$ cat config.mk
export PLATFORM = sky130hd
export DESIGN_NAME = adcc_top
export DESIGN_NICKNAME = d
export VERILOG_FILES = /design/src/design/adcc_pkg.sv /design/src/design/adcc_top.sv
export SDC_FILE = /design/constraint.sdc
export NUM_CORES = 1
export LEC_CHECK = 0
export ABC_AREA = 1
export BUFFER_PORTS_ARGS = -buffer_cell sky130_fd_sc_hd__buf_4
export CORE_MARGIN = 2
export CORE_UTILIZATION = 40
export DETAILED_ROUTE_END_ITERATION = 8
export PLACE_DENSITY = 0.67
export SYNTH_ARGS = -nofsm -noshare
export SYNTH_HDL_FRONTEND = slang
export SYNTH_SLANG_ARGS = --single-unit
$ cat constraint.sdc
create_clock -name sys_clk -period 3.6 [get_ports sys_clk]
set_clock_uncertainty 0.2 [all_clocks]
set_input_delay 0.72 -clock sys_clk [delete_from_list [all_inputs] [get_ports sys_clk]]
set_output_delay 0.72 -clock sys_clk [all_outputs]
set_load 0.1 [all_outputs]
$ cat src/design/adcc_pkg.sv
// Purpose: Shared constants and types for the converter control block
// Assumes: Classic Wishbone slave, 32-bit data, byte addresses
// Notes: Offsets are chosen locally; no offsets exist for these registers
package adcc_pkg;
   // ---------------------------------------------------------------
   // Register map
   // ---------------------------------------------------------------
   localparam logic [7:0] OFF_RES_LOW = 8'h00;
   localparam logic [7:0] OFF_RES_HIGH = 8'h04;
   localparam logic [7:0] OFF_CTRL_A = 8'h08;
   localparam logic [7:0] OFF_CTRL_B = 8'h0c;
   localparam logic [7:0] OFF_PIN_SEL_A = 8'h10;
   localparam logic [7:0] OFF_PIN_SEL_B = 8'h14;
   localparam logic [7:0] OFF_IRQ_STAT = 8'h18;
   localparam logic [7:0] OFF_IRQ_MASK = 8'h1c;
   localparam logic [7:0] OFF_SIM_RES = 8'h20;
   // ---------------------------------------------------------------
   // Field positions and reset values
   // ---------------------------------------------------------------
   localparam int CA_START = 7;
   localparam int CA_BUSY = 6;
   localparam int CA_PDN = 5;
   localparam int CB_BGEN = 6;
   localparam int CB_JUST = 5;
   localparam logic [7:0] CTRL_A_RST = 8'h60;
   localparam logic [6:0] CTRL_B_RST = 7'h00;
   // ---------------------------------------------------------------
   // Timing
   // ---------------------------------------------------------------
   localparam int CONV_CLKS = 16;
   localparam int SUB_DIV = 8;
   localparam int RES_W = 12;

   typedef enum logic [2:0] {
      ADCC_IDLE = 3'b001,
      ADCC_RESET = 3'b010,
      ADCC_CONV = 3'b100
   } adcc_state_t;

   typedef struct packed {
      logic [4:0] chan;
      logic [1:0] vref;
      logic [2:0] clk_sel;
      logic bg_on;
      logic pdn;
   } adcc_analog_t;
endpackage : adcc_pkg

$ cat src/design/adcc_top.sv
// Purpose: Control, clocking and result registers around a 12-bit ADC
// Assumes: Analog sample value arrives on sample_in as a 12-bit word
// Notes: Conversion length fixed; sub clock is a divided system clock
//
// Contract
// - One shared converter samples the routed input
// - Justify 0: high holds 11..4, low 3..0
// - Justify 1: low holds 7..0, high 11..8
// - Unused result bits always read zero
// - Start high then low launches one conversion
// - Start held high resets converter, busy one
// - Busy reads one during conversion, read-only
// - Power-down bit one switches converter off
// - Channel code routes pins, amplifiers, bandgap
// - Bandgap enable bit turns reference circuit on when it is used and power-down is zero
// - Bandgap off when unused and monitors off
// - Reference select: supply, pin, internal
// - Clock select divides system clock or sub
// - Control B top bit reads zero
// - Pin select makes pin analog, drops pull-up
// - Conversion end sets interrupt request flag
`timescale 1ns/1ps
module adcc_top #(
   parameter int CONV_LEN = adcc_pkg::CONV_CLKS
) (
   input wire logic sys_clk, // 250 MHz clock
   input wire logic rst, // Sync reset, high
   input wire logic wb_cyc_i, // Bus cycle
   input wire logic wb_stb_i, // Strobe
   input wire logic wb_we_i, // Write enable
   input wire logic [7:0] wb_adr_i, // Byte address
   input wire logic [3:0] wb_sel_i, // Byte lanes
   input wire logic [31:0] wb_dat_i, // Write data
   output logic [31:0] wb_dat_o, // Read data
   output logic wb_ack_o, // Acknowledge
   input wire logic [11:0] sample_in, // Routed analog sample
   input wire logic lv_monitors_on, // Low-voltage monitors active
   output logic [4:0] input_channel_select, // Mux code
   output logic [10:0] analog_sel_onehot, // Pins 0-7, demod, oc, bg
   output logic [2:0] ref_sel_onehot, // Supply, pin, internal
   output logic converter_power_down, // Converter off
   output logic bandgap_on, // Bandgap circuit powered
   output logic conv_reset, // Converter held in reset
   output logic sample_take, // Sample strobe
   output logic [15:0] pin_analog_mode, // Pin is analog input
   output logic [15:0] pin_pullup_off, // Pull-high removed
   output logic irq // Level interrupt
);
   if (CONV_LEN < 2 || CONV_LEN > 255) begin : g_bad_len
      $error("CONV_LEN out of range");
   end

   // ---------------------------------------------------------------
   // Registers
   // ---------------------------------------------------------------
   logic start;
   logic pdn;
   logic [4:0] chan;
   logic [6:0] ctrl_b;
   logic [7:0] pin_sel_a;
   logic [7:0] pin_sel_b;
   logic irq_stat;
   logic irq_mask;
   logic [11:0] result;
   adcc_pkg::adcc_state_t state;
   adcc_pkg::adcc_analog_t ana;
   logic wr_hit;
   logic conv_done;
   logic [7:0] res_low;
   logic [7:0] res_high;
   logic ck_en;
   logic busy;

   assign wr_hit = wb_cyc_i && wb_stb_i && wb_we_i && !wb_ack_o
      && wb_sel_i[0];

   // Write strobe of one register; shared by stores and checks
   function automatic logic wr_reg(input logic hit, input logic [7:0] adr,
                                   input logic [7:0] off);
      return hit && adr == off;
   endfunction : wr_reg

   // Ack term in the request stops a second write in the ack cycle
   always_ff @(posedge sys_clk) begin
      if (rst) begin
         wb_ack_o <= 1'b0;
      end else begin
         wb_ack_o <= wb_cyc_i && wb_stb_i && !wb_ack_o;
      end
   end

   // Busy flag is not stored: writes to its position are dropped
   always_ff @(posedge sys_clk) begin
      if (rst) begin
         start <= adcc_pkg::CTRL_A_RST[adcc_pkg::CA_START];
         pdn <= adcc_pkg::CTRL_A_RST[adcc_pkg::CA_PDN];
         chan <= adcc_pkg::CTRL_A_RST[4:0];
      end else if (wr_reg(wr_hit, wb_adr_i, adcc_pkg::OFF_CTRL_A)) begin
         start <= wb_dat_i[adcc_pkg::CA_START];
         pdn <= wb_dat_i[adcc_pkg::CA_PDN];
         chan <= wb_dat_i[4:0];
      end
   end

   always_ff @(posedge sys_clk) begin
      if (rst) begin
         ctrl_b <= adcc_pkg::CTRL_B_RST;
         pin_sel_a <= 8'h00;
         pin_sel_b <= 8'h00;
         irq_mask <= 1'b0;
      end else if (wr_hit) begin
         case (wb_adr_i)
            adcc_pkg::OFF_CTRL_B: ctrl_b <= wb_dat_i[6:0];
            adcc_pkg::OFF_PIN_SEL_A: pin_sel_a <= wb_dat_i[7:0];
            adcc_pkg::OFF_PIN_SEL_B: pin_sel_b <= wb_dat_i[7:0];
            adcc_pkg::OFF_IRQ_MASK: irq_mask <= wb_dat_i[0];
            default: ;
         endcase
      end
   end

   // ---------------------------------------------------------------
   // Conversion clock divider
   // ---------------------------------------------------------------
   logic [6:0] div_cnt;
   logic [2:0] sub_cnt;
   always_ff @(posedge sys_clk) begin
      if (rst) begin
         div_cnt <= 7'h00;
         sub_cnt <= 3'h0;
      end else begin
         div_cnt <= div_cnt + 7'h01;
         sub_cnt <= sub_cnt + 3'h1;
      end
   end

   // Divide by 2^code; code 7 uses the sub clock stand-in
   always_comb begin
      if (ctrl_b[2:0] == 3'h7) begin
         ck_en = (sub_cnt == 3'h7);
      end else begin
         ck_en = ((div_cnt & ((7'h01 << ctrl_b[2:0]) - 7'h01)) == 7'h00);
      end
   end

   // ---------------------------------------------------------------
   // Conversion sequencer
   // ---------------------------------------------------------------
   logic [7:0] conv_cnt;
   always_ff @(posedge sys_clk) begin
      if (rst) begin
         state <= adcc_pkg::ADCC_IDLE;
         conv_cnt <= 8'h00;
      end else if (start) begin
         state <= adcc_pkg::ADCC_RESET;
         conv_cnt <= 8'h00;
      end else begin
         case (state)
            adcc_pkg::ADCC_IDLE: state <= adcc_pkg::ADCC_IDLE;
            adcc_pkg::ADCC_RESET: begin
               // Falling start after a high launches one conversion
               state <= pdn ? adcc_pkg::ADCC_IDLE
                            : adcc_pkg::ADCC_CONV;
               conv_cnt <= 8'h00;
            end
            adcc_pkg::ADCC_CONV: begin
               if (pdn) begin
                  state <= adcc_pkg::ADCC_IDLE;
               end else if (ck_en) begin
                  if (conv_cnt == 8'(CONV_LEN - 1)) begin
                     state <= adcc_pkg::ADCC_IDLE;
                  end
                  conv_cnt <= conv_cnt + 8'h01;
               end
            end
            default: state <= adcc_pkg::ADCC_IDLE;
         endcase
      end
   end

   // Powered-down abort leaves busy high, like an unfinished conversion
   logic busy_hold;
   always_ff @(posedge sys_clk) begin
      if (rst) begin
         busy_hold <= adcc_pkg::CTRL_A_RST[adcc_pkg::CA_BUSY];
      end else if (start) begin
         busy_hold <= 1'b1;
      end else if (conv_done) begin
         busy_hold <= 1'b0;
      end
   end

   assign busy = busy_hold || state != adcc_pkg::ADCC_IDLE;
   assign conv_done = state == adcc_pkg::ADCC_CONV && !start && !pdn
      && ck_en && conv_cnt == 8'(CONV_LEN - 1);
   assign sample_take = conv_done;

   always_ff @(posedge sys_clk) begin
      if (rst) begin
         result <= 12'h000;
      end else if (conv_done) begin
         result <= sample_in;
      end
   end

   // ---------------------------------------------------------------
   // Interrupt: set wins over a write-one clear
   // ---------------------------------------------------------------
   always_ff @(posedge sys_clk) begin
      if (rst) begin
         irq_stat <= 1'b0;
      end else if (conv_done) begin
         irq_stat <= 1'b1;
      end else if (wr_reg(wr_hit, wb_adr_i, adcc_pkg::OFF_IRQ_STAT)
                   && wb_dat_i[0]) begin
         irq_stat <= 1'b0;
      end
   end
   assign irq = irq_stat && irq_mask;

   // ---------------------------------------------------------------
   // Analog controls
   // ---------------------------------------------------------------
   always_comb begin
      ana.chan = chan;
      ana.vref = ctrl_b[4:3];
      ana.clk_sel = ctrl_b[2:0];
      ana.pdn = pdn;
      // Needed when selected as input or reference, or by monitors
      ana.bg_on = (ctrl_b[adcc_pkg::CB_BGEN] && !pdn
         && (chan[4] || ctrl_b[4])) || lv_monitors_on;
   end

   always_comb begin
      analog_sel_onehot = 11'h000;
      if (ana.chan[4]) begin
         analog_sel_onehot[10] = 1'b1;
      end else if (ana.chan[3:0] == 4'h8) begin
         analog_sel_onehot[8] = 1'b1;
      end else if (ana.chan[3]) begin
         analog_sel_onehot[9] = 1'b1;
      end else begin
         analog_sel_onehot[ana.chan[2:0]] = 1'b1;
      end
   end

   always_comb begin
      if (ana.vref[1]) begin
         ref_sel_onehot = 3'b100;
      end else if (ana.vref[0]) begin
         ref_sel_onehot = 3'b010;
      end else begin
         ref_sel_onehot = 3'b001;
      end
   end

   assign input_channel_select = ana.chan;
   assign converter_power_down = ana.pdn;
   assign bandgap_on = ana.bg_on;
   assign conv_reset = start || ana.pdn;
   assign pin_analog_mode = {pin_sel_b, pin_sel_a};
   assign pin_pullup_off = {pin_sel_b, pin_sel_a};

   // ---------------------------------------------------------------
   // Result formatting and read mux
   // ---------------------------------------------------------------
   always_comb begin
      if (ctrl_b[adcc_pkg::CB_JUST]) begin
         res_low = result[7:0];
         res_high = {4'h0, result[11:8]};
      end else begin
         res_low = {result[3:0], 4'h0};
         res_high = result[11:4];
      end
   end

   // Read data latched when the request is taken, held until the next
   always_ff @(posedge sys_clk) begin
      if (rst) begin
         wb_dat_o <= 32'h0000_0000;
      end else if (wb_cyc_i && wb_stb_i && !wb_ack_o) begin
         case (wb_adr_i)
            adcc_pkg::OFF_RES_LOW: wb_dat_o <= {24'h0, res_low};
            adcc_pkg::OFF_RES_HIGH: wb_dat_o <= {24'h0, res_high};
            adcc_pkg::OFF_CTRL_A:
               wb_dat_o <= {24'h0, start, busy, pdn, chan};
            adcc_pkg::OFF_CTRL_B: wb_dat_o <= {24'h0, 1'b0, ctrl_b};
            adcc_pkg::OFF_PIN_SEL_A: wb_dat_o <= {24'h0, pin_sel_a};
            adcc_pkg::OFF_PIN_SEL_B: wb_dat_o <= {24'h0, pin_sel_b};
            adcc_pkg::OFF_IRQ_STAT: wb_dat_o <= {31'h0, irq_stat};
            adcc_pkg::OFF_IRQ_MASK: wb_dat_o <= {31'h0, irq_mask};
            default: wb_dat_o <= 32'h0000_0000;
         endcase
      end
   end

   // ---------------------------------------------------------------
   // Checks
   // ---------------------------------------------------------------
   chk_start_busy: assert property (@(posedge sys_clk) disable iff (rst)
      start |-> conv_reset ##1 busy)
      else $error("busy not forced while start high");
   chk_done_result: assert property (@(posedge sys_clk) disable iff (rst)
      conv_done |=> result == $past(sample_in) && !busy)
      else $error("result not loaded at end");
   chk_done_irq: assert property (@(posedge sys_clk) disable iff (rst)
      conv_done |=> irq_stat)
      else $error("interrupt flag not set");
   chk_just_zero: assert property (@(posedge sys_clk) disable iff (rst)
      ctrl_b[adcc_pkg::CB_JUST] |-> res_high[7:4] == 4'h0)
      else $error("high nibble not zero");
   chk_left_zero: assert property (@(posedge sys_clk) disable iff (rst)
      !ctrl_b[adcc_pkg::CB_JUST] |-> res_low[3:0] == 4'h0
      && res_high == result[11:4])
      else $error("left format wrong");
   chk_just_right: assert property (@(posedge sys_clk) disable iff (rst)
      ctrl_b[adcc_pkg::CB_JUST] |-> res_low == result[7:0]
      && res_high[3:0] == result[11:8])
      else $error("right format wrong");
   chk_launch_conv: assert property (@(posedge sys_clk) disable iff (rst)
      $fell(start) && !pdn |=> state == adcc_pkg::ADCC_CONV)
      else $error("no conversion after start pulse");
   chk_chan_bg: assert property (@(posedge sys_clk) disable iff (rst)
      chan[4] |-> analog_sel_onehot == 11'h400)
      else $error("bandgap not routed");
   chk_bg_off: assert property (@(posedge sys_clk) disable iff (rst)
      !ctrl_b[adcc_pkg::CB_BGEN] && !lv_monitors_on |-> !bandgap_on)
      else $error("bandgap on while unused");
   chk_bg_need: assert property (@(posedge sys_clk) disable iff (rst)
      ctrl_b[adcc_pkg::CB_BGEN] && !pdn && chan[4] |-> bandgap_on)
      else $error("bandgap off while routed");
   chk_ref_route: assert property (@(posedge sys_clk) disable iff (rst)
      $onehot(ref_sel_onehot) && ref_sel_onehot[2] == ctrl_b[4]
      && ref_sel_onehot[1] == (ctrl_b[4:3] == 2'h1))
      else $error("reference route wrong");
   chk_pdn_reset: assert property (@(posedge sys_clk) disable iff (rst)
      pdn && !start |-> converter_power_down && conv_reset
      ##1 state == adcc_pkg::ADCC_IDLE)
      else $error("power down not applied");
   chk_pin_write: assert property (@(posedge sys_clk) disable iff (rst)
      wr_reg(wr_hit, wb_adr_i, adcc_pkg::OFF_PIN_SEL_A)
      |=> pin_analog_mode[7:0] == $past(wb_dat_i[7:0])
      && pin_pullup_off[7:0] == $past(wb_dat_i[7:0]))
      else $error("pin select not applied");
   chk_clk_divide: assert property (@(posedge sys_clk) disable iff (rst)
      ck_en && ctrl_b[2:0] != 3'h0
      && !wr_reg(wr_hit, wb_adr_i, adcc_pkg::OFF_CTRL_B) |=> !ck_en)
      else $error("converter clock too fast");
   chk_take_pulse: assert property (@(posedge sys_clk) disable iff (rst)
      sample_take |-> !conv_reset && state == adcc_pkg::ADCC_CONV
      ##1 !sample_take)
      else $error("sample strobe misplaced");
   chk_ctrlb_top: assert property (@(posedge sys_clk) disable iff (rst)
      wb_cyc_i && wb_stb_i && !wb_ack_o && !wb_we_i
      && wb_adr_i == adcc_pkg::OFF_CTRL_B |=> wb_dat_o[31:7] == 25'h0)
      else $error("control b top bit set");

   // ---------------------------------------------------------------
   // Coverage
   // ---------------------------------------------------------------
   cov_conv: cover property (@(posedge sys_clk) disable iff (rst) conv_done);
   cov_clear: cover property (@(posedge sys_clk) disable iff (rst)
      irq_stat ##1 !irq_stat);
   cov_sub: cover property (@(posedge sys_clk) disable iff (rst)
      conv_done && ctrl_b[2:0] == 3'h7);
   cov_irq_line: cover property (@(posedge sys_clk) disable iff (rst)
      irq);
   cov_bg_conv: cover property (@(posedge sys_clk) disable iff (rst)
      conv_done && chan[4]);
endmodule : adcc_top

==> metrics.yaml <==
grt:
  grt_max_degree: 47
  grt_overflow: 0
  grt_pass1_wl_um: 16700
  antenna_found_initial: 0
  grt_usage_pct: 18.8
  grt_pass1_vias: 3614
timing:
  hold_viol: 0
  rsz0062_at_grt: "no"
  min_period_ns: 3.30
  timing.final.crit_share_pct: 91.8
  fin_setup_tns_ns: 0
  setup_viol: 0
  slew_violations: 0
  slew_headroom_pct: 54.4
  clock.fmax_mhz: 303
  max_slew.worst_pin.slew_ns: 0.684
clock_tree:
  clock_path_buffers: 2
  cts_hold_buf: 0
  post_cts_resized: 0
  cts_setup_buffers: 0
  clk_pin_slew_worst_paths_ns: 0.08
  clockRootBuffer: "clkbuf_8"
  cts_max_level: 3
  cts_sinks: 75
  tritoncts: "done"
  cts_inserted_buffers: 9
  clkLatencyLatePin_ns: 0.35
worst_setup_path:
  endpoint_kind: "output pin"
  cp-start-kind: "flop"
  critical_path_arrival_ns: 2.38
  critPathRequiredTime_ns: 2.68
  critPathKind: "reg2out"
  cp_max_fo: 7
place:
  dp_cells: 777
  portBuffers: 99
  gp_congestion: 0.836
  dp_hpwl_um: 7790
logic_synthesis:
  syn_area_per_cell_um2: 6.92
  synth-seq-cells: 75
  yosysMostFrequentCell: "nand2_1"
  yosys_warnings: 0
  synth.distinct_cells: 36
  yosysTopAreaCellShare_pct: 37.4
  ys_top_cells_by_count: "nand2_1 (85), dfxtp_1 (75), inv_1 (75)"
  synth_edf_count: 0
  synth_ff_type: "dfxtp_1"
  synth_area_leader_cell: "dfxtp_1"
  async_flop_share_pct: 0
  netlist_instances: 580
  yosys-top-cells-area: "dfxtp_1 (37%), a21oi_1 (8.2%), nand2_1 (7.9%)"
  syn_area_um2: 4020
  ys_seq_area_share_pct: 37.4
die:
  num_rows: 36
  fp.dieH_um: 104
  io_pins: 151
  core_area_um2: 9770
  die_area_um2: 10900
  die_w_um: 104
  start_util_pct: 41.1
layout:
  final_net_count: 722
  drive_gt1_share_pct: 22.0
  final-instance-count-excl-fill: 793
  diodes: 0
  syn2layout_area_growth_pct: 20.8
  fin_util_pct: 49.6
worst_hold_path:
  min_path_type: "reg2reg"
route:
  wl_um: 10200
  via_per_inst: 4.95
  ant_nets: 0
  vias: 3923
  dr.first_iter.drc_count: 171
  first_pass_iters: 4
  wl_per_cell_um: 12.9
  drc: 0
pwr:
  p_per_area_nw_per_um2: 363
  vdd_drop_max_mv: 0.162
  p_leak_nw: 2.04
job:
  max-cap-violations: 0
status:
  status: "completed"
[flip-flops by register name, indices dropped and copies added, names as in the netlist, 3 cells and up]
name,count
conv_cnt,8
result,12
input_channel_select,5
pin_sel_a,8
ctrl_b,7
div_cnt,7
state,3
sub_cnt,3
wb_dat_o,8
pin_sel_b,8
[report_power, final]
| group | switching, mW | leakage [nW] | internal (mW) |
|---|---|---|---|
| clock network | 0.324 | 0.106 | 0.392 |
| logic | 0.165 | 1.33 | 0.0386 |
| registers | 0.00405 | 0.605 | 0.835 |
| total | 0.493 | 2.04 | 1.27 |
[worst paths after layout]
kind / slack, ns / from / cells after the start / to
worst min register to register: 0.22 / sub_cnt[0]$_SDFF_PP0_ / 1 / sub_cnt[0]$_SDFF_PP0_
worst max-delay path: 0.30 / ctrl_b[1]$_SDFFE_PP0P_ / 12 / sample_take
worst max register to register: 0.90 / ctrl_b[1]$_SDFFE_PP0P_ / 12 / result[5]$_SDFFE_PP0P_
worst min-delay path: 0.22 / sub_cnt[0]$_SDFF_PP0_ / 1 / sub_cnt[0]$_SDFF_PP0_
[cells by family after synthesis]
kind of cell / synth area share, %
AO/OA/AOI/OAI: 18.5
XOR/XNOR: 0.873
adder cells (fa/ha/maj): 1.56
buffers and inverters: 17.8
flip-flops: 37.4
other: 0.0934
AND/OR/NAND/NOR: 23.8
[metal layers]
metal / track usage (%) / routed length, um / part of all wire (%)
met1: 23.8 / 4490 / 44
met4: 5.12 / 114 / 1.1
met5: 0 / 0 / 0
met3: 4.07 / 598 / 5.9
met2: 32.3 / 4990 / 49
[cell usage in the layout (no fill, tap or decap), types with 2 or more instances in the layout]
cell type / n
inv_2: 5
nand2_1: 85
nor3_1: 4
conb_1: 24
ha_1: 5
nand4_1: 8
dfxtp_1: 75
o211ai_1: 2
nor2_1: 61
bufinv_16: 2
a21oi_1: 66
o21ai_1: 9
or2_2: 2
clkinv_4: 2
nand2_2: 8
xor2_1: 3
buf_4: 100
nand3_1: 30
o31ai_1: 2
inv_1: 75
o21ai_0: 45
nor3_2: 4
nor2_2: 4
nand3_2: 2
clkbuf_8: 9
nor3b_1: 2
o22ai_1: 13
[critical path, cell delays in order (launching register included)]
cell	delay (ns)
dfxtp_1	0.48
inv_1	0.13
nand3_1	0.10
ha_1	0.25
nand4_1	0.12
nand2_1	0.08
inv_1	0.04
nand2_1	0.04
nand2_1	0.06
o21ai_2	0.20
nand2_2	0.11
nor3_4	0.11
buf_4	0.30
[final cells by class]
class	count	area [um2]
Clock buffer	10	128
Inverter	81	304
Fill cell	991	4920
Multi-Input combinational cell	388	1910
Clock inverter	6	90.1
Sequential cell	75	1500
Tap cell	133	166
Timing Repair Buffer	100	751
[metrics by stage]
stage	total power, mW	cell area [um2]	setup WS [ns]	hold WS, ns
2_1_floorplan	1.03	4120	-0.310	0.199
3_3_place_gp	1.06	4630	0.770	0.208
3_5_place_dp	1.06	4630	0.683	0.212
4_1_cts	1.77	4850	0.293	0.222
5_1_grt	1.81	4850	0.0579	0.253
6_report	1.76	4850	0.297	0.223
No activity file was read; power rests on OpenSTA's default activity.
